===== src/rtl/ack_wait_pkg.sv =====
// Notes on behaviour
// (RULE1) With acknowledge termination on, a cycle not ended by the acknowledge within 1024 clocks flags a bus error.
// (RULE2) Two acknowledge modes exist: rising-edge termination, or level sampling after an insensitivity window.
// (RULE3) The acknowledge only acts on asynchronous transfers, so synchronous mode must be off for its chip select.
// (RULE4) In edge mode a rising acknowledge edge before the time-out completes the transfer.
// (RULE5) In edge mode the external device must raise its acknowledge before 1024 clocks or the cycle errors.
// (RULE6) Edge mode is only available on chip select 5.
// (RULE7) Edge mode needs wait-state count 0x3F, assert or negate delay of at least 1, and ack glue enabled.
// (RULE8) A nonzero assert or negate delay separates back-to-back transfers so each awaits a fresh rising edge.
// (RULE9) In level mode the acknowledge is ignored for a programmed 2 to 5 clocks before sampling.
// (RULE10) In level mode a high acknowledge after the window lets the access run its programmed wait states.
// (RULE11) In level mode a low sample stalls the access until high again, bounded by the time-out.
// (RULE12) In level mode a low acknowledge at any time after the window pauses the transfer until it returns high.
// (RULE13) Level mode is usable on every chip select except 4, whose pin carries the acknowledge.
// (RULE14) Level mode needs external wait on, wait count above 1, negate delay below 3, window set, ack glue off.
// (RULE15) On a time-out the cycle ends, chip select and strobes are released, and an error returns to the master.
package ack_wait_pkg;
  localparam int timeout_cycles = 1024;
  localparam logic [5:0] edge_wsc = 6'h3f;
  localparam logic [2:0] edge_cs = 3'h5;
  localparam logic [2:0] shared_cs = 3'h4;
  localparam logic [2:0] dct_min = 3'h2;
  localparam logic [2:0] dct_max = 3'h5;
  localparam logic [1:0] csn_limit = 2'h3;
  localparam logic [5:0] level_wsc_min = 6'h2;
  localparam logic [2:0] ack_sync_reset = 3'h7;

  typedef enum logic [2:0] {st_idle, st_assert, st_insens, st_wait, st_negate, st_gap} phase_e;

  typedef struct packed {
    logic [2:0] cs;
    logic sync;
    logic [5:0] wait_state_count;
    logic [1:0] cs_assert_delay;
    logic [1:0] cs_negate_delay;
    logic ew;
    logic [2:0] ack_insensitivity_time;
    logic ack_glue_enable;
  } cs_cfg_s;

  typedef struct packed {
    logic valid;
    logic write;
  } req_s;

  typedef struct packed {
    logic done;
    logic error;
  } resp_s;
endpackage


===== src/rtl/external_bus_ack_wait.sv =====
`timescale 1ns/1ps
`default_nettype none
module external_bus_ack_wait #(
  // time-out length in clocks
  parameter int tmo_limit = ack_wait_pkg::timeout_cycles
) (
  // clock and reset
  input wire logic mclk,
  input wire logic rst,
  // internal master side
  input wire ack_wait_pkg::req_s req,
  input wire ack_wait_pkg::cs_cfg_s cfg,
  output ack_wait_pkg::resp_s resp,
  output logic busy,
  output logic cfg_error,
  // external pins
  input wire logic xfer_acknowledge_in,
  output logic cs_active,
  output logic strobe_active
);
  typedef struct packed {
    ack_wait_pkg::phase_e phase;
    logic [10:0] tmo;
    logic [5:0] cnt;
    logic [2:0] ack_sync;
    logic ack_prev;
    logic edge_mode;
    logic write;
    ack_wait_pkg::resp_s resp;
    logic busy;
    logic cfg_error;
    logic cs_active;
    logic strobe_active;
  } state_s;

  state_s s, n;
  logic ack_hi, ack_rise, ok_edge, ok_level, tmo_hit;

  // ----------------------------------------------------------------
  // parameter checks
  // ----------------------------------------------------------------
  // the time-out counter is 11 bits wide and must outlast the assert and insensitivity phases
  if (tmo_limit < 16 || tmo_limit > 2048) begin : g_bad_tmo_limit
    $error("tmo_limit out of range");
  end

  // ----------------------------------------------------------------
  // acknowledge filtering and mode qualification
  // ----------------------------------------------------------------
  // the new level is accepted only once stages two and three agree
  assign ack_hi = (s.ack_sync[2] == s.ack_sync[1]) ? s.ack_sync[1] : s.ack_prev;
  assign ack_rise = ack_hi & ~s.ack_prev;
  assign ok_edge = cfg.ack_glue_enable && !cfg.sync && cfg.cs == ack_wait_pkg::edge_cs // [RULE3] [RULE6]
    && cfg.wait_state_count == ack_wait_pkg::edge_wsc && (cfg.cs_assert_delay != 2'h0 || cfg.cs_negate_delay != 2'h0); // [RULE7]
  assign ok_level = !cfg.ack_glue_enable && !cfg.sync && cfg.ew && cfg.cs != ack_wait_pkg::shared_cs // [RULE13]
    && cfg.wait_state_count >= ack_wait_pkg::level_wsc_min && cfg.cs_negate_delay < ack_wait_pkg::csn_limit // [RULE14]
    && cfg.ack_insensitivity_time >= ack_wait_pkg::dct_min && cfg.ack_insensitivity_time <= ack_wait_pkg::dct_max;
  assign tmo_hit = s.tmo == 11'(tmo_limit - 1);

  // ----------------------------------------------------------------
  // transfer sequencing
  // ----------------------------------------------------------------
  always_comb begin
    n = s;
    n.ack_sync = {s.ack_sync[1:0], xfer_acknowledge_in};
    n.ack_prev = ack_hi;
    n.resp = '0;
    unique case (s.phase)
      ack_wait_pkg::st_idle: begin
        n.busy = 1'b0;
        n.tmo = '0;
        if (req.valid) begin
          n.write = req.write;
          n.busy = 1'b1;
          if (!ok_edge && !ok_level) begin
            // misprogrammed chip select: refuse without touching the bus
            n.cfg_error = 1'b1;
            n.resp.error = 1'b1;
            n.busy = 1'b0;
          end else begin
            n.cfg_error = 1'b0;
            n.edge_mode = ok_edge; // [RULE2]
            n.cs_active = 1'b1;
            n.cnt = {4'h0, cfg.cs_assert_delay};
            n.phase = ack_wait_pkg::st_assert;
          end
        end
      end
      ack_wait_pkg::st_assert: begin
        n.tmo = s.tmo + 11'h1;
        if (s.cnt == 6'h0) begin
          n.strobe_active = 1'b1;
          n.cnt = {3'h0, s.edge_mode ? 3'h0 : cfg.ack_insensitivity_time};
          n.phase = s.edge_mode ? ack_wait_pkg::st_wait : ack_wait_pkg::st_insens;
        end else begin
          n.cnt = s.cnt - 6'h1;
        end
      end
      ack_wait_pkg::st_insens: begin
        // acknowledge ignored for the programmed window
        n.tmo = s.tmo + 11'h1;
        n.cnt = s.cnt - 6'h1; // [RULE9]
        if (s.cnt == 6'h1) begin
          n.cnt = cfg.wait_state_count;
          n.phase = ack_wait_pkg::st_wait;
        end
      end
      ack_wait_pkg::st_wait: begin
        n.tmo = s.tmo + 11'h1;
        if (tmo_hit) begin
          n.phase = ack_wait_pkg::st_negate; // [RULE1] [RULE5]
          n.resp.error = 1'b1; // [RULE15]
          n.strobe_active = 1'b0;
          n.cs_active = 1'b0;
          n.cnt = 6'h0;
        end else if (s.edge_mode) begin
          if (ack_rise) begin
            n.strobe_active = 1'b0; // [RULE4]
            n.resp.done = 1'b1;
            n.cnt = {4'h0, cfg.cs_negate_delay};
            n.phase = ack_wait_pkg::st_negate;
          end
        end else if (ack_hi) begin
          // low acknowledge freezes the wait-state count
          if (s.cnt == 6'h0) begin
            n.strobe_active = 1'b0; // [RULE10]
            n.resp.done = 1'b1;
            n.cnt = {4'h0, cfg.cs_negate_delay};
            n.phase = ack_wait_pkg::st_negate;
          end else begin
            n.cnt = s.cnt - 6'h1; // [RULE11] [RULE12]
          end
        end
      end
      ack_wait_pkg::st_negate: begin
        if (s.cnt == 6'h0) begin
          n.cs_active = 1'b0;
          n.phase = ack_wait_pkg::st_gap; // [RULE8]
        end else begin
          n.cnt = s.cnt - 6'h1;
        end
      end
      ack_wait_pkg::st_gap: begin
        n.busy = 1'b0;
        n.phase = ack_wait_pkg::st_idle;
      end
      default: begin
        // an unused phase code falls back to idle with the bus released
        n.phase = ack_wait_pkg::st_idle;
        n.cs_active = 1'b0;
        n.strobe_active = 1'b0;
        n.busy = 1'b0;
      end
    endcase
  end

  // ----------------------------------------------------------------
  // state register
  // ----------------------------------------------------------------
  always_ff @(posedge mclk or posedge rst) begin
    if (rst) begin
      s <= '{phase: ack_wait_pkg::st_idle, ack_sync: ack_wait_pkg::ack_sync_reset, ack_prev: 1'b1, default: '0};
    end else begin
      s <= n;
    end
  end

  // ----------------------------------------------------------------
  // outputs
  // ----------------------------------------------------------------
  // every output is a register field, so nothing combinational reaches a pin
  assign resp = s.resp;
  assign busy = s.busy;
  assign cfg_error = s.cfg_error;
  assign cs_active = s.cs_active;
  assign strobe_active = s.strobe_active;

  // ----------------------------------------------------------------
  // checks
  // ----------------------------------------------------------------
  property p_timeout_bound;
    @(posedge mclk) disable iff (rst) s.phase == ack_wait_pkg::st_wait |-> int'(s.tmo) < tmo_limit;
  endproperty
  a_timeout_bound: assert property (p_timeout_bound) else $error("wait ran past time-out"); // [RULE1]
  property p_edge_only_cs5;
    @(posedge mclk) disable iff (rst) req.valid && s.phase == ack_wait_pkg::st_idle && cfg.cs != 3'h5
      |=> !s.edge_mode || !s.cs_active;
  endproperty
  a_edge_only_cs5: assert property (p_edge_only_cs5) else $error("edge mode on wrong chip select"); // [RULE6]
  property p_no_cs4_level;
    @(posedge mclk) disable iff (rst) req.valid && s.phase == ack_wait_pkg::st_idle && !cfg.ack_glue_enable && cfg.cs == 3'h4
      |=> !s.cs_active && s.resp.error;
  endproperty
  a_no_cs4_level: assert property (p_no_cs4_level) else $error("level mode on shared chip select"); // [RULE13]
  property p_sync_refused;
    @(posedge mclk) disable iff (rst) req.valid && s.phase == ack_wait_pkg::st_idle && cfg.sync |=> s.cfg_error;
  endproperty
  a_sync_refused: assert property (p_sync_refused) else $error("synchronous chip select accepted"); // [RULE3]
  property p_edge_done;
    @(posedge mclk) disable iff (rst) s.phase == ack_wait_pkg::st_wait && s.edge_mode && ack_rise && !tmo_hit
      |=> s.resp.done && !s.strobe_active;
  endproperty
  a_edge_done: assert property (p_edge_done) else $error("rising edge did not end transfer"); // [RULE4]
  property p_insens_len;
    @(posedge mclk) disable iff (rst) $rose(s.phase == ack_wait_pkg::st_insens) |-> s.cnt >= 6'h2 && s.cnt <= 6'h5;
  endproperty
  a_insens_len: assert property (p_insens_len) else $error("window out of range"); // [RULE9]
  property p_level_stall;
    @(posedge mclk) disable iff (rst) s.phase == ack_wait_pkg::st_wait && !s.edge_mode && !ack_hi && !tmo_hit
      |=> s.cnt == $past(s.cnt) && !s.resp.done;
  endproperty
  a_level_stall: assert property (p_level_stall) else $error("low acknowledge did not stall"); // [RULE11]
  property p_level_run;
    @(posedge mclk) disable iff (rst) s.phase == ack_wait_pkg::st_wait && !s.edge_mode && ack_hi && s.cnt != 6'h0
      && !tmo_hit |=> s.cnt == $past(s.cnt) - 6'h1;
  endproperty
  a_level_run: assert property (p_level_run) else $error("wait states did not advance"); // [RULE10] [RULE12]
  property p_timeout_release;
    @(posedge mclk) disable iff (rst) s.phase == ack_wait_pkg::st_wait && tmo_hit
      |=> s.resp.error && !s.cs_active && !s.strobe_active;
  endproperty
  a_timeout_release: assert property (p_timeout_release) else $error("time-out did not release bus"); // [RULE15]
  property p_gap;
    @(posedge mclk) disable iff (rst) $fell(s.cs_active) |=> !s.cs_active;
  endproperty
  a_gap: assert property (p_gap) else $error("no gap between transfers"); // [RULE8]

  // ----------------------------------------------------------------
  // configuration refusals and sequencing
  // ----------------------------------------------------------------
  property p_refuse_quiet;
    @(posedge mclk) disable iff (rst) req.valid && s.phase == ack_wait_pkg::st_idle && !ok_edge && !ok_level
      |=> s.cfg_error && s.resp.error && !s.cs_active && !s.busy;
  endproperty
  a_refuse_quiet: assert property (p_refuse_quiet) else $error("bad configuration reached the bus"); // [RULE14]

  property p_edge_wsc;
    @(posedge mclk) disable iff (rst) req.valid && s.phase == ack_wait_pkg::st_idle && cfg.ack_glue_enable && cfg.wait_state_count != 6'h3f
      |=> s.resp.error && !s.cs_active;
  endproperty
  a_edge_wsc: assert property (p_edge_wsc) else $error("edge mode ran without full wait count"); // [RULE7]

  property p_edge_delay;
    @(posedge mclk) disable iff (rst) req.valid && s.phase == ack_wait_pkg::st_idle
      && cfg.ack_glue_enable && cfg.cs_assert_delay == 2'h0 && cfg.cs_negate_delay == 2'h0 |=> s.resp.error && !s.cs_active;
  endproperty
  a_edge_delay: assert property (p_edge_delay) else $error("edge mode ran without chip-select delay"); // [RULE7]

  property p_level_fields;
    @(posedge mclk) disable iff (rst) req.valid && s.phase == ack_wait_pkg::st_idle
      && !cfg.ack_glue_enable && (!cfg.ew || cfg.wait_state_count < 6'h2 || cfg.cs_negate_delay == 2'h3) |=> s.resp.error && !s.cs_active;
  endproperty
  a_level_fields: assert property (p_level_fields) else $error("level mode ran with bad fields"); // [RULE14]

  property p_dct_range;
    @(posedge mclk) disable iff (rst) req.valid && s.phase == ack_wait_pkg::st_idle
      && !cfg.ack_glue_enable && (cfg.ack_insensitivity_time < 3'h2 || cfg.ack_insensitivity_time > 3'h5) |=> s.resp.error && !s.cs_active;
  endproperty
  a_dct_range: assert property (p_dct_range) else $error("level mode ran with bad window"); // [RULE9]

  property p_insens_hold;
    @(posedge mclk) disable iff (rst) s.phase == ack_wait_pkg::st_insens && s.cnt != 6'h1
      |=> s.phase == ack_wait_pkg::st_insens && !s.resp.done;
  endproperty
  a_insens_hold: assert property (p_insens_hold) else $error("window ended early"); // [RULE9]

  property p_edge_hold;
    @(posedge mclk) disable iff (rst) s.phase == ack_wait_pkg::st_wait && s.edge_mode && !ack_rise && !tmo_hit
      |=> s.phase == ack_wait_pkg::st_wait && s.strobe_active && !s.resp.done;
  endproperty
  a_edge_hold: assert property (p_edge_hold) else $error("edge transfer ended without edge"); // [RULE4]

  property p_done_pulse;
    @(posedge mclk) disable iff (rst) s.resp.done
      |=> !s.resp.done && !s.strobe_active;
  endproperty
  a_done_pulse: assert property (p_done_pulse) else $error("completion held too long"); // [RULE10]

  property p_strobe_in_cs;
    @(posedge mclk) disable iff (rst) s.strobe_active
      |-> s.cs_active;
  endproperty
  a_strobe_in_cs: assert property (p_strobe_in_cs) else $error("strobe without chip select"); // [RULE15]

  property p_cs_busy;
    @(posedge mclk) disable iff (rst) s.cs_active
      |-> s.busy;
  endproperty
  a_cs_busy: assert property (p_cs_busy) else $error("chip select while not busy"); // [RULE8]

  property p_tmo_step;
    @(posedge mclk) disable iff (rst)
      s.phase inside {ack_wait_pkg::st_assert, ack_wait_pkg::st_insens, ack_wait_pkg::st_wait}
      |=> s.tmo == $past(s.tmo) + 11'h1;
  endproperty
  a_tmo_step: assert property (p_tmo_step) else $error("time-out counter stalled"); // [RULE1]

  property p_level_release;
    @(posedge mclk) disable iff (rst) s.phase == ack_wait_pkg::st_wait && !s.edge_mode && ack_hi && s.cnt == 6'h0
      && !tmo_hit |=> s.resp.done && !s.strobe_active && s.phase == ack_wait_pkg::st_negate;
  endproperty
  a_level_release: assert property (p_level_release) else $error("wait states did not end access"); // [RULE10]

  // ----------------------------------------------------------------
  // scenario covers
  // ----------------------------------------------------------------
  c_edge: cover property (@(posedge mclk) s.resp.done && s.edge_mode);
  c_stall: cover property (@(posedge mclk) s.phase == ack_wait_pkg::st_wait && !s.edge_mode && !ack_hi);
  c_level: cover property (@(posedge mclk) s.resp.done && !s.edge_mode);
  c_tmo: cover property (@(posedge mclk) s.resp.error && !s.cfg_error);
  c_cfg: cover property (@(posedge mclk) s.cfg_error);
endmodule
`default_nettype wire


===== config.mk =====
export PLATFORM = sky130hd
export DESIGN_NAME = external_bus_ack_wait
export DESIGN_NICKNAME = d
export VERILOG_FILES = /design/src/rtl/ack_wait_pkg.sv /design/src/rtl/external_bus_ack_wait.sv
export SDC_FILE = /design/constraint.sdc
export NUM_CORES = 1
export LEC_CHECK = 0
export ABC_AREA = 1
export ABC_CLOCK_PERIOD_IN_PS = 1800
export BUFFER_PORTS_ARGS = -buffer_cell sky130_fd_sc_hd__buf_2
export CORE_MARGIN = 5
export CORE_UTILIZATION = 58
export DETAILED_ROUTE_END_ITERATION = 8
export PLACE_DENSITY = 0.76
export SLEW_MARGIN = 20
export SYNTH_ARGS = -nofsm -noshare
export SYNTH_HDL_FRONTEND = slang
export SYNTH_SLANG_ARGS = --single-unit

===== constraint.sdc =====
create_clock -name mclk -period 1.8 [get_ports mclk]
set_input_delay 0.18 -clock mclk [delete_from_list [all_inputs] [get_ports mclk]]
set_output_delay 0.18 -clock mclk [all_outputs]
set_load 0.05 [all_outputs]

== Word level (Yosys, flattened, before mapping) ==
Index checks and enable logic that the tools add are counted.
Storage, ports and cells
  output and inout bits: 6
  register bits after elaboration: 31
  input port bits: 24
  word-level logic and storage cells: 125
Operators by class
  equality and inequality tests: 21
  reductions and logical operators: 33
  multiplexer cells: 48
  magnitude comparators: 4
  add/sub/neg operators: 2
  bitwise gates (word level): 5
Operators with widths (number)
  6-bit 2-to-1 mux: 10
  3-bit 2-to-1 mux: 11
  6-bit one-hot mux with 5 select lines: 1
  11-bit one-hot mux with 2 select lines: 1
  1-bit 2-to-1 mux: 18
  3-bit one-hot mux with 5 select lines: 1
  2-bit inequality test (second input constant): 7
  1-bit logical AND: 12
  4-bit inequality test (second input constant): 3
  11-bit by 1-bit adder with 11-bit output (second input constant): 1
  11-bit by 10-bit equality test with 1-bit output (second input constant): 1
  5-bit AND reduction: 2
  3-bit equality test (second input constant): 3
  8-bit AND reduction: 1
  4-bit OR reduction: 2
  3-bit by 2-bit equality test with 1-bit output (second input constant): 2
  6-bit by 1-bit equality test with 1-bit output (second input constant): 1
  6-bit equality test (second input constant): 1
  6-bit by 2-bit greater-or-equal comparator with 1-bit output (second input constant): 1
  6-bit logical NOT: 1
  6-bit AND reduction: 1
  2-bit nonzero test: 3
  3-bit OR reduction: 2
  6-bit by 1-bit subtractor with 6-bit output (second input constant): 1
  19 further kinds: 26

== Depth between registers and ports, before layout ==
Gate-level depths: netlist of the first run.
  depth in word-level cells: 13
  gate-level depth with buffers: 12
  depth with buffers taken out: 12

== Worst setup path after synthesis of the first run ==
OpenSTA, ideal clock, no wires.
  kind: register -> register
  start: register s[12] (netlist name)
  end: register s[29] (netlist name)
  setup slack: 0.247 ns
  library setup time: 0.121 ns
  buffers on the path: 0
  required time: 1.679 ns
  clock period less this slack: 1.553 ns
  cell stages (with the launch flop): 10
  arrival: 1.432 ns
  cell sequence: dfrtp_1 > inv_1 > ha_1 > nand3_4 > nand2_2 > inv_2 > o21ai_4 > nand2_2 > o21bai_1 > nand2_1
Between the ends
  word-level cells in the longest chain between the ends: 3
  elaborated cells on any way between the ends: 7
  classes of those cells: eq/ne (5); reduce/logical (2)
Ends and longest elaborated chain
  start: declaration: line external_bus_ack_wait.sv:36  | state_s s, n;
  start signal: assignment: line external_bus_ack_wait.sv:164  | s <= n;
  6-bit by 1-bit equality test with 1-bit output / 6-bit logical NOT (equally long branches)
  2-bit inequality test (no source line) / 4-bit inequality test (equally long branches)
  8-bit AND reduction (no source line) *
Mark *: on every way between the ends. The rest lies on a longest branch, timed or not.
A chain may end at the register's enable or synchronous reset.

== Worst setup path after layout of the first run ==
  start: register s[13] (netlist name)
  end: register s[13] (netlist name)
Between the ends
  word-level cells in the longest chain between the ends: 6
  elaborated cells on any way between the ends: 13
  classes of those cells: add/sub (1); eq/ne (2); mux (8); reduce/logical (2)
Ends and longest elaborated chain
  6-bit by 1-bit subtractor with 6-bit output / 6-bit logical NOT (equally long branches)
  6-bit 2-to-1 mux: line external_bus_ack_wait.sv:125  | if (s.cnt == 6'h0) begin
  6-bit 2-to-1 mux: line external_bus_ack_wait.sv:123  | end else if (ack_hi) begin
  6-bit 2-to-1 mux: line external_bus_ack_wait.sv:116  | end else if (s.edge_mode) begin
  6-bit 2-to-1 mux: line external_bus_ack_wait.sv:110  | if (tmo_hit) begin
  6-bit one-hot mux with 5 select lines: line external_bus_ack_wait.sv:68  | unique case (s.phase)
Parallel ways exist; a longest one is shown, timed or not. The select of a mux whose other input is x is not followed.

==> results of run 1 <==
-- Yosys cell counts, types with 4 or more instances --
| cell type | instances |
|---|---|
| nor2_4 | 5 |
| nand4_1 | 11 |
| inv_1 | 31 |
| nor2_2 | 4 |
| dfrtp_1 | 27 |
| xor2_1 | 5 |
| o21ai_0 | 12 |
| nand2_1 | 96 |
| inv_2 | 9 |
| dfstp_2 | 4 |
| nand3_1 | 15 |
| nor2_1 | 28 |
| nor3_1 | 5 |
| nand2_2 | 7 |
| a21oi_1 | 7 |
| nand3_2 | 4 |
-- power breakdown --
| group | switching, µW | internal [µW] |
|---|---|---|
| clock network | 284 | 348 |
| logic | 1780 | 998 |
| registers | 173 | 862 |
-- cell type report --
type | instances | share of cell area
Multi-Input combinational cell | 228 | 0.4833
Clock buffer | 7 | 0.03663
Sequential cell | 31 | 0.2969
Timing Repair Buffer | 42 | 0.09515
Clock inverter | 1 | 0.002854
Inverter | 42 | 0.06232
Tap cell | 48 | 0.02284
-- through the flow --
stage                     instance area (µm²)    util  cells
after floorplan                          2202       -    304
final                                    2630  0.7184    399
after detailed placement                 2462  0.6726    388
after global routing                     2630  0.7184    399
after global placement                   2462  0.6726    388
after CTS                                2586  0.7064    398
-- worst reg2reg max path, stage by stage (launching register included) --
cell     delay (ns)
dfrtp_1        0.39
inv_1          0.10
ha_2           0.23
nand2_1        0.13
nor2_4         0.19
nand2_1        0.07
nand3_1        0.07
nand2_1        0.05
inv_1          0.05
nand4_1        0.12
nand2_1        0.10
nand2_1        0.05
-- worst max path at each step --
stage,from,endpoint,slack [ns],depth (start not counted)
2_1_floorplan,s[12],s[29],0.25,9
3_3_place_gp,s[13],s[13],0.12,11
3_5_place_dp,s[18],s[12],0.07,10
4_1_cts,s[18],s[12],0.04,10
5_1_grt,s[13],s[13],-0.04,11
6_report,s[13],s[13],0.14,11
-- state kept, by name, indices dropped and copies added (netlist names) --
name,cells
strobe_active,1
s,23
n,2
cs_active,1
resp,2
busy,1
cfg_error,1
-- metal layers --
metal | vias up | routed length, µm
li1 | 1066 | -
met1 | 950 | 2347
met2 | 68 | 2485
met3 | 7 | 353
met4 | 0 | 75
met5 | - | 0
-- logic make-up (layout without fill, tap and decap cells) --
family / count (synthesis) / count (layout)
flip-flops: 31 / 31
XOR/XNOR: 6 / 6
adder cells (fa/ha/maj): 3 / 3
AO/OA/AOI/OAI: 32 / 32
AND/OR/NAND/NOR: 187 / 187
buffers and inverters: 45 / 92
-- timing repair --
action                                  CTS  global route
resized for setup                         0             6
hold endpoints to repair                 28             0
hold buffers                              2             0
buffers inserted                          0             1
endpoints found under the setup margin    0             8
==> run summary, run 1 <==
CTS clock-pin slew for the worst setup and hold paths - 0.07 ns
initial antenna violation count - 0
cell area after synthesis - 2202 µm²
DRT Wirelength - 5.262 mm
Post-Syn Area per Cell - 7.244 µm²
Setup crit end kind - flop
critical path's slowest cell - dfrtp_1
Clock Sinks - 31
GRT Util Overall - 0.2143
ys flop type - dfrtp_1
Max Clk Rate - 603.0 MHz
met1 usage - 0.2930
CTS Buf Count - 5
CTS Root Buffer Type - clkbuf_8
Avg WL per Cell - 13.19 µm
Pwr Density - 1688 nW/µm²
vias in the first global route - 1861
Worst Tran Pin Value - 0.3994 ns
max incr delay on CP - 0.39 ns
synth top area cells - dfrtp_1, nand2_1, inv_1
status - completed
Die ar. - 5129 µm²
post-synthesis mux area share - 0
Die Ht - 71.62 µm
RSZ-0062 raised after global routing - yes
share of cells above drive strength 1 - 0.2764
reg2reg end - s[13]
area of the multi-input gates - 1271 µm²
cell taking the most area after synthesis - dfrtp_1
Seq/Total Area, Yosys - 0.3545
Crit path max-delay family - simple AND/OR/NAND/NOR gates
Synth-to-Final Area Change - 19.43%
I/O pins - 30
initial core utilization - 0.6015
Final ANT Viol Nets - 0
NumNets Final - 377
Worst Setup Start Kind - flop
Inserted Diodes - 0
top cell type's share of synthesized area - 0.3068
Cells after Synth - 304
max-slew violations - 0
Overall Power - 4440 µW
hold_ws - 0.2223 ns
Hold Crit Depth - 5
H-tree depth - 2
Yosys warnings - 0
CP required - 1.97 ns
Worst R2R Setup Slack - 0.14 ns
Longest Clk Path Bufs - 2
most common cell after layout, fill and taps aside - nand2_1
final hold violations - 0
crit path buf inv count - 2
First DRT Iteration DRCs - 169
Synth Area in Simple Gates - 0.4261
die width - 71.62 µm
max cap viols - 0
Core Box Area - 3661 µm²
Max-Slew Margin vs Limit - 0.7337
Rows - 22
GR peak layer - met2
aggregate global routing overflow - 0
leakage power - 0.001400 µW
via count - 2091
top fanout value on the critical path - 5
ys async rst share - 1.000
WP data arrival - 1.83 ns
Via density - 5.241
final HPWL from detailed placement - 4.045 mm
Post-synth EDFFs - 0
FF+latch count, synth - 31
path depth of the worst reg2reg path - 11
hold_sp - cfg[14]
met3 GRT Util - 0.03787
Synth Area in Compound Gates - 0.09375
xor and xnor area share after synthesis - 0.02386
Critical Path, Cell by Cell - inv_1, ha_2, nand2_1, nor2_4, nand2_1, nand3_1, nand2_1, inv_1, nand4_1, nand2_1, nand2_1
Setup WS pre-CTS - 0.07399 ns
Syn Nets - 331
# fillers - 296
first-pass GRT wire length - 8.700 mm
count of cell types in the netlist - 39
most used cell, CP - nand2_1
Clock Latency Late Sink - 0.29 ns
largest net degree at the start of global routing - 32
PortBufs - 28
adder-cell area share of the yosys netlist - 0.01705
M2 GR Usage - 0.3459
TritonRoute pass-1 iters - 4
part of the cycle the worst path needs - 0.9213
DRC violations left - 0
TritonCTS clock tree - built
worst min path class - in2reg
r2r startpoint - s[13]
Crit Path Category - reg2reg
sequential cell area - 780.7 µm²
main combinational cell family by area after synthesis - simple AND/OR/NAND/NOR gates
Finish-stage setup viols - 0
highest-count cells in the layout ignoring fill and taps - nand2_1, inv_1, nor2_1, buf_2, dfrtp_1
crit path setup slack, layout - 0.1416 ns
setup TNS - 0 ns
peak supply drop - 830.3 µV
Hold Path End - s[17]
Clock Skews - 0.009842 ns
GPL Wtd Cong - 0.9365
post-layout min period - 1.658 ns
Note: power is estimated with default switching activity, not from simulation.
==> inputs of run 2 (changes only) <==
--- a/config.mk
+++ b/config.mk
@@ -6,7 +6,7 @@
 export NUM_CORES = 1
 export LEC_CHECK = 0
 export ABC_AREA = 1
-export ABC_CLOCK_PERIOD_IN_PS = 1800
+export ABC_CLOCK_PERIOD_IN_PS = 1900
 export BUFFER_PORTS_ARGS = -buffer_cell sky130_fd_sc_hd__buf_2
 export CORE_MARGIN = 5
 export CORE_UTILIZATION = 58
@@ -16,3 +16,4 @@
 export SYNTH_ARGS = -nofsm -noshare
 export SYNTH_HDL_FRONTEND = slang
 export SYNTH_SLANG_ARGS = --single-unit
+export TNS_END_PERCENT = 5
==> constraint.sdc (replaced) <==
create_clock -name mclk -period 1.9 [get_ports mclk]
set_input_delay 0.19 -clock mclk [delete_from_list [all_inputs] [get_ports mclk]]
set_output_delay 0.19 -clock mclk [all_outputs]
set_load 0.05 [all_outputs]
==> run 2 against run 1 <==
Compared with the run above:
- clock power fell by 20%
- hold slack better by 0.028 ns
- highest routed layer unchanged
- fmax decreased by 4.0%
- register-to-register slack better by 0.03 ns
- count of clock-buffer cells in the layout decreased by 1
- sequential power shrank 6%
- worst setup slack better by 0.030 ns
- sequential cell count unchanged
- critical path depth unchanged
==> run summary, run 2 (synthesized netlist as in run 1, its figures left out) <==
status - completed (unchanged)
Avg WL per Cell - 12.57 µm (was 13.19 µm)
final hold violations - 0 (unchanged)
Overall Power - 3881 µW (was 4440 µW)
WP data arrival - 1.90 ns (was 1.83 ns)
clock power share - 0.130 (was 0.142)
H-tree depth - 2 (unchanged)
Setup WS pre-CTS - 0.1906 ns (was 0.07399 ns)
Die Ht - 71.62 µm (unchanged)
die width - 71.62 µm (unchanged)
r2r startpoint - s[12] (was s[13])
Finished Cell Area - 2515 µm² (was 2630 µm²)
Die ar. - 5129 µm² (unchanged)
max-slew violations - 0 (unchanged)
I/O pins - 30 (unchanged)
post-layout min period - 1.728 ns (was 1.658 ns)
Inserted Diodes - 0 (unchanged)
CP required - 2.08 ns (was 1.97 ns)
RSZ-0062 raised after global routing - no (was yes)
Max Clk Rate - 578.7 MHz (was 603.0 MHz)
GRT Util Overall - 0.2076 (was 0.2143)
vias in the first global route - 1856 (was 1861)
max incr delay on CP - 0.38 ns (was 0.39 ns)
post-CTS sizing - 0 (unchanged)
PortBufs - 28 (unchanged)
sw frac - 0.5191 (was 0.5028)
Power Internal - 1867 µW (was 2208 µW)
final HPWL from detailed placement - 3.847 mm (was 4.045 mm)
Reg with most FFs - s (unchanged)
First DRT Iteration DRCs - 165 (was 169)
CTS Buf Count - 5 (unchanged)
part of the cycle the worst path needs - 0.9095 (was 0.9213)
Worst Tran Pin Value - 0.3810 ns (was 0.3994 ns)
CTS clock-pin slew for the worst setup and hold paths - 0.07 ns (about the same)
max cap viols - 0 (unchanged)
Clock Sinks - 31 (unchanged)
hold_sp - cfg[14] (unchanged)
DRT Wirelength - 4.915 mm (was 5.262 mm)
largest net degree at the start of global routing - 32 (unchanged)
initial core utilization - 0.6015 (unchanged)
peak supply drop - 721.1 µV (was 830.3 µV)
share of cells above drive strength 1 - 0.2507 (was 0.2764)
Longest Clk Path Bufs - 2 (unchanged)
Flop pwr share - 0.248 (was 0.233)
Clock Skews - 0.007029 ns (was 0.009842 ns)
highest-count cells in the layout ignoring fill and taps - nand2_1, inv_1, nor2_1, buf_2, dfrtp_1 (unchanged)
CTS Root Buffer Type - clkbuf_8 (unchanged)
Crit Path Category - reg2reg (unchanged)
crit path setup slack, layout - 0.1719 ns (was 0.1416 ns)
Synth-to-Final Area Change - 14.20% (was 19.43%)
TritonRoute pass-1 iters - 4 (unchanged)
Area after DPL - 2410 µm² (was 2462 µm²)
NumNets Final - 369 (was 377)
Via density - 5.115 (was 5.241)
top fanout value on the critical path - 5 (unchanged)
TritonCTS clock tree - built (unchanged)
worst min path class - in2reg (unchanged)
aggregate global routing overflow - 0 (unchanged)
Core Box Area - 3661 µm² (unchanged)
Pwr Density - 1543 nW/µm² (was 1688 nW/µm²)
Rows - 22 (unchanged)
Clock Latency Late Sink - 0.28 ns (was 0.29 ns)
max FFs per register - 23 (unchanged)
GPL Wtd Cong - 0.9346 (was 0.9365)
most used cell, CP - nand2_1 (unchanged)
Final ANT Viol Nets - 0 (unchanged)
Finish-stage setup viols - 0 (unchanged)
setup TNS - 0 ns (unchanged)
Max-Slew Margin vs Limit - 0.7460 (was 0.7337)
first-pass GRT wire length - 8.390 mm (was 8.700 mm)
crit path from - s[12] (was s[13])
Sw Pwr - 2015 µW (was 2233 µW)
most common cell after layout, fill and taps aside - nand2_1 (unchanged)
initial antenna violation count - 0 (unchanged)
critical path's slowest cell - dfrtp_1 (unchanged)
DRC violations left - 0 (unchanged)
Worst Setup Start Kind - flop (unchanged)
Critical Path, Cell by Cell - inv_1, ha_1, nand2_1, nor2_2, nand2_1, nand3_1, nand2_1, inv_1, nand4_1, nand2_1, nand2_1 (was inv_1, ha_2, nand2_1, nor2_4, nand2_1, nand3_1, nand2_1, inv_1, nand4_1, nand2_1, nand2_1)
leakage power - 0.001352 µW (was 0.001400 µW)
part of the power in combinational logic - 0.622 (was 0.625)
Setup crit end kind - flop (unchanged)
via count - 2000 (was 2091)
## run 2: cell types whose count changed in the layout (fill, tap and decap cells not counted)
cell / before / now
buf_4: 12 / 4
clkbuf_1: 0 / 1
clkbuf_8: 7 / 5
clkinv_2: 1 / 2
ha_1: 1 / 3
ha_2: 1 / 0
ha_4: 1 / 0
nand3_2: 3 / 4
nand3_4: 4 / 3
nand4_2: 0 / 1
nand4_4: 1 / 0
nor2_2: 3 / 4
nor2_4: 6 / 5
## run 2: cell type report
class,instances,area [µm²]
clock buffer,6,72.57
sequential,31,780.7
inverter,42,163.9
fill,334,1146
clock inverter,2,12.51
tap,48,60.06
multi-input combinational,228,1235
timing repair buffer,34,190.2
## run 2: per-layer routing
layer | up-vias | wire (µm) | GRT usage
li1 | 1054 | - | -
met1 | 889 | 2315 | 0.2809
met2 | 53 | 2243 | 0.3235
met3 | 4 | 306 | 0.05470
met4 | 0 | 50 | 0.06681
met5 | - | 0 | 0
## run 2: worst max-delay path: cells and delay by family, from the launching register on
family	cells	cell delay [ns]
fa+ha+maj	1	0.26
flops	1	0.38
simple gates	8	0.83
buf+inv	2	0.16
## run 2: final timing paths
path | slack (ns) | cells past startpoint | to
worst max-delay path | 0.17 | 11 | s[13]
worst min-delay path | 0.25 | 5 | s[17]
worst max register to register | 0.17 | 11 | s[13]
worst min register to register | 0.36 | 0 | n[11]
max in group asynchronous | 1.07 | 4 | s[11]
min in group asynchronous | 0.51 | 4 | s[13]
## run 2: through the flow
stage                 util  hold slack, ns  cells
CTS                 0.6869          0.2375    391
floorplan                -          0.1945    304
detailed placement  0.6582          0.2876    381
global route        0.6869          0.2819    391
global placement    0.6582          0.2791    381
finish              0.6869          0.2499    391
## run 2: power groups by stage
| stage | clock network, µW | logic (µW) | registers, µW |
|---|---|---|---|
| 6_report | 505 | 2410 | 964 |
| 5_1_grt | 563 | 2690 | 984 |
| 4_1_cts | 514 | 2390 | 964 |
| 3_5_place_dp | 0 | 2380 | 973 |
| 3_3_place_gp | 0 | 2350 | 970 |
| 2_1_floorplan | 0 | 1770 | 1040 |
## run 2: timing repair
item | in CTS | in global routing
setup buffers | 0 | 0
endpoints found under the setup margin | 0 | 0
hold endpoints to repair | 28 | 0
hold buffers | 2 | 0
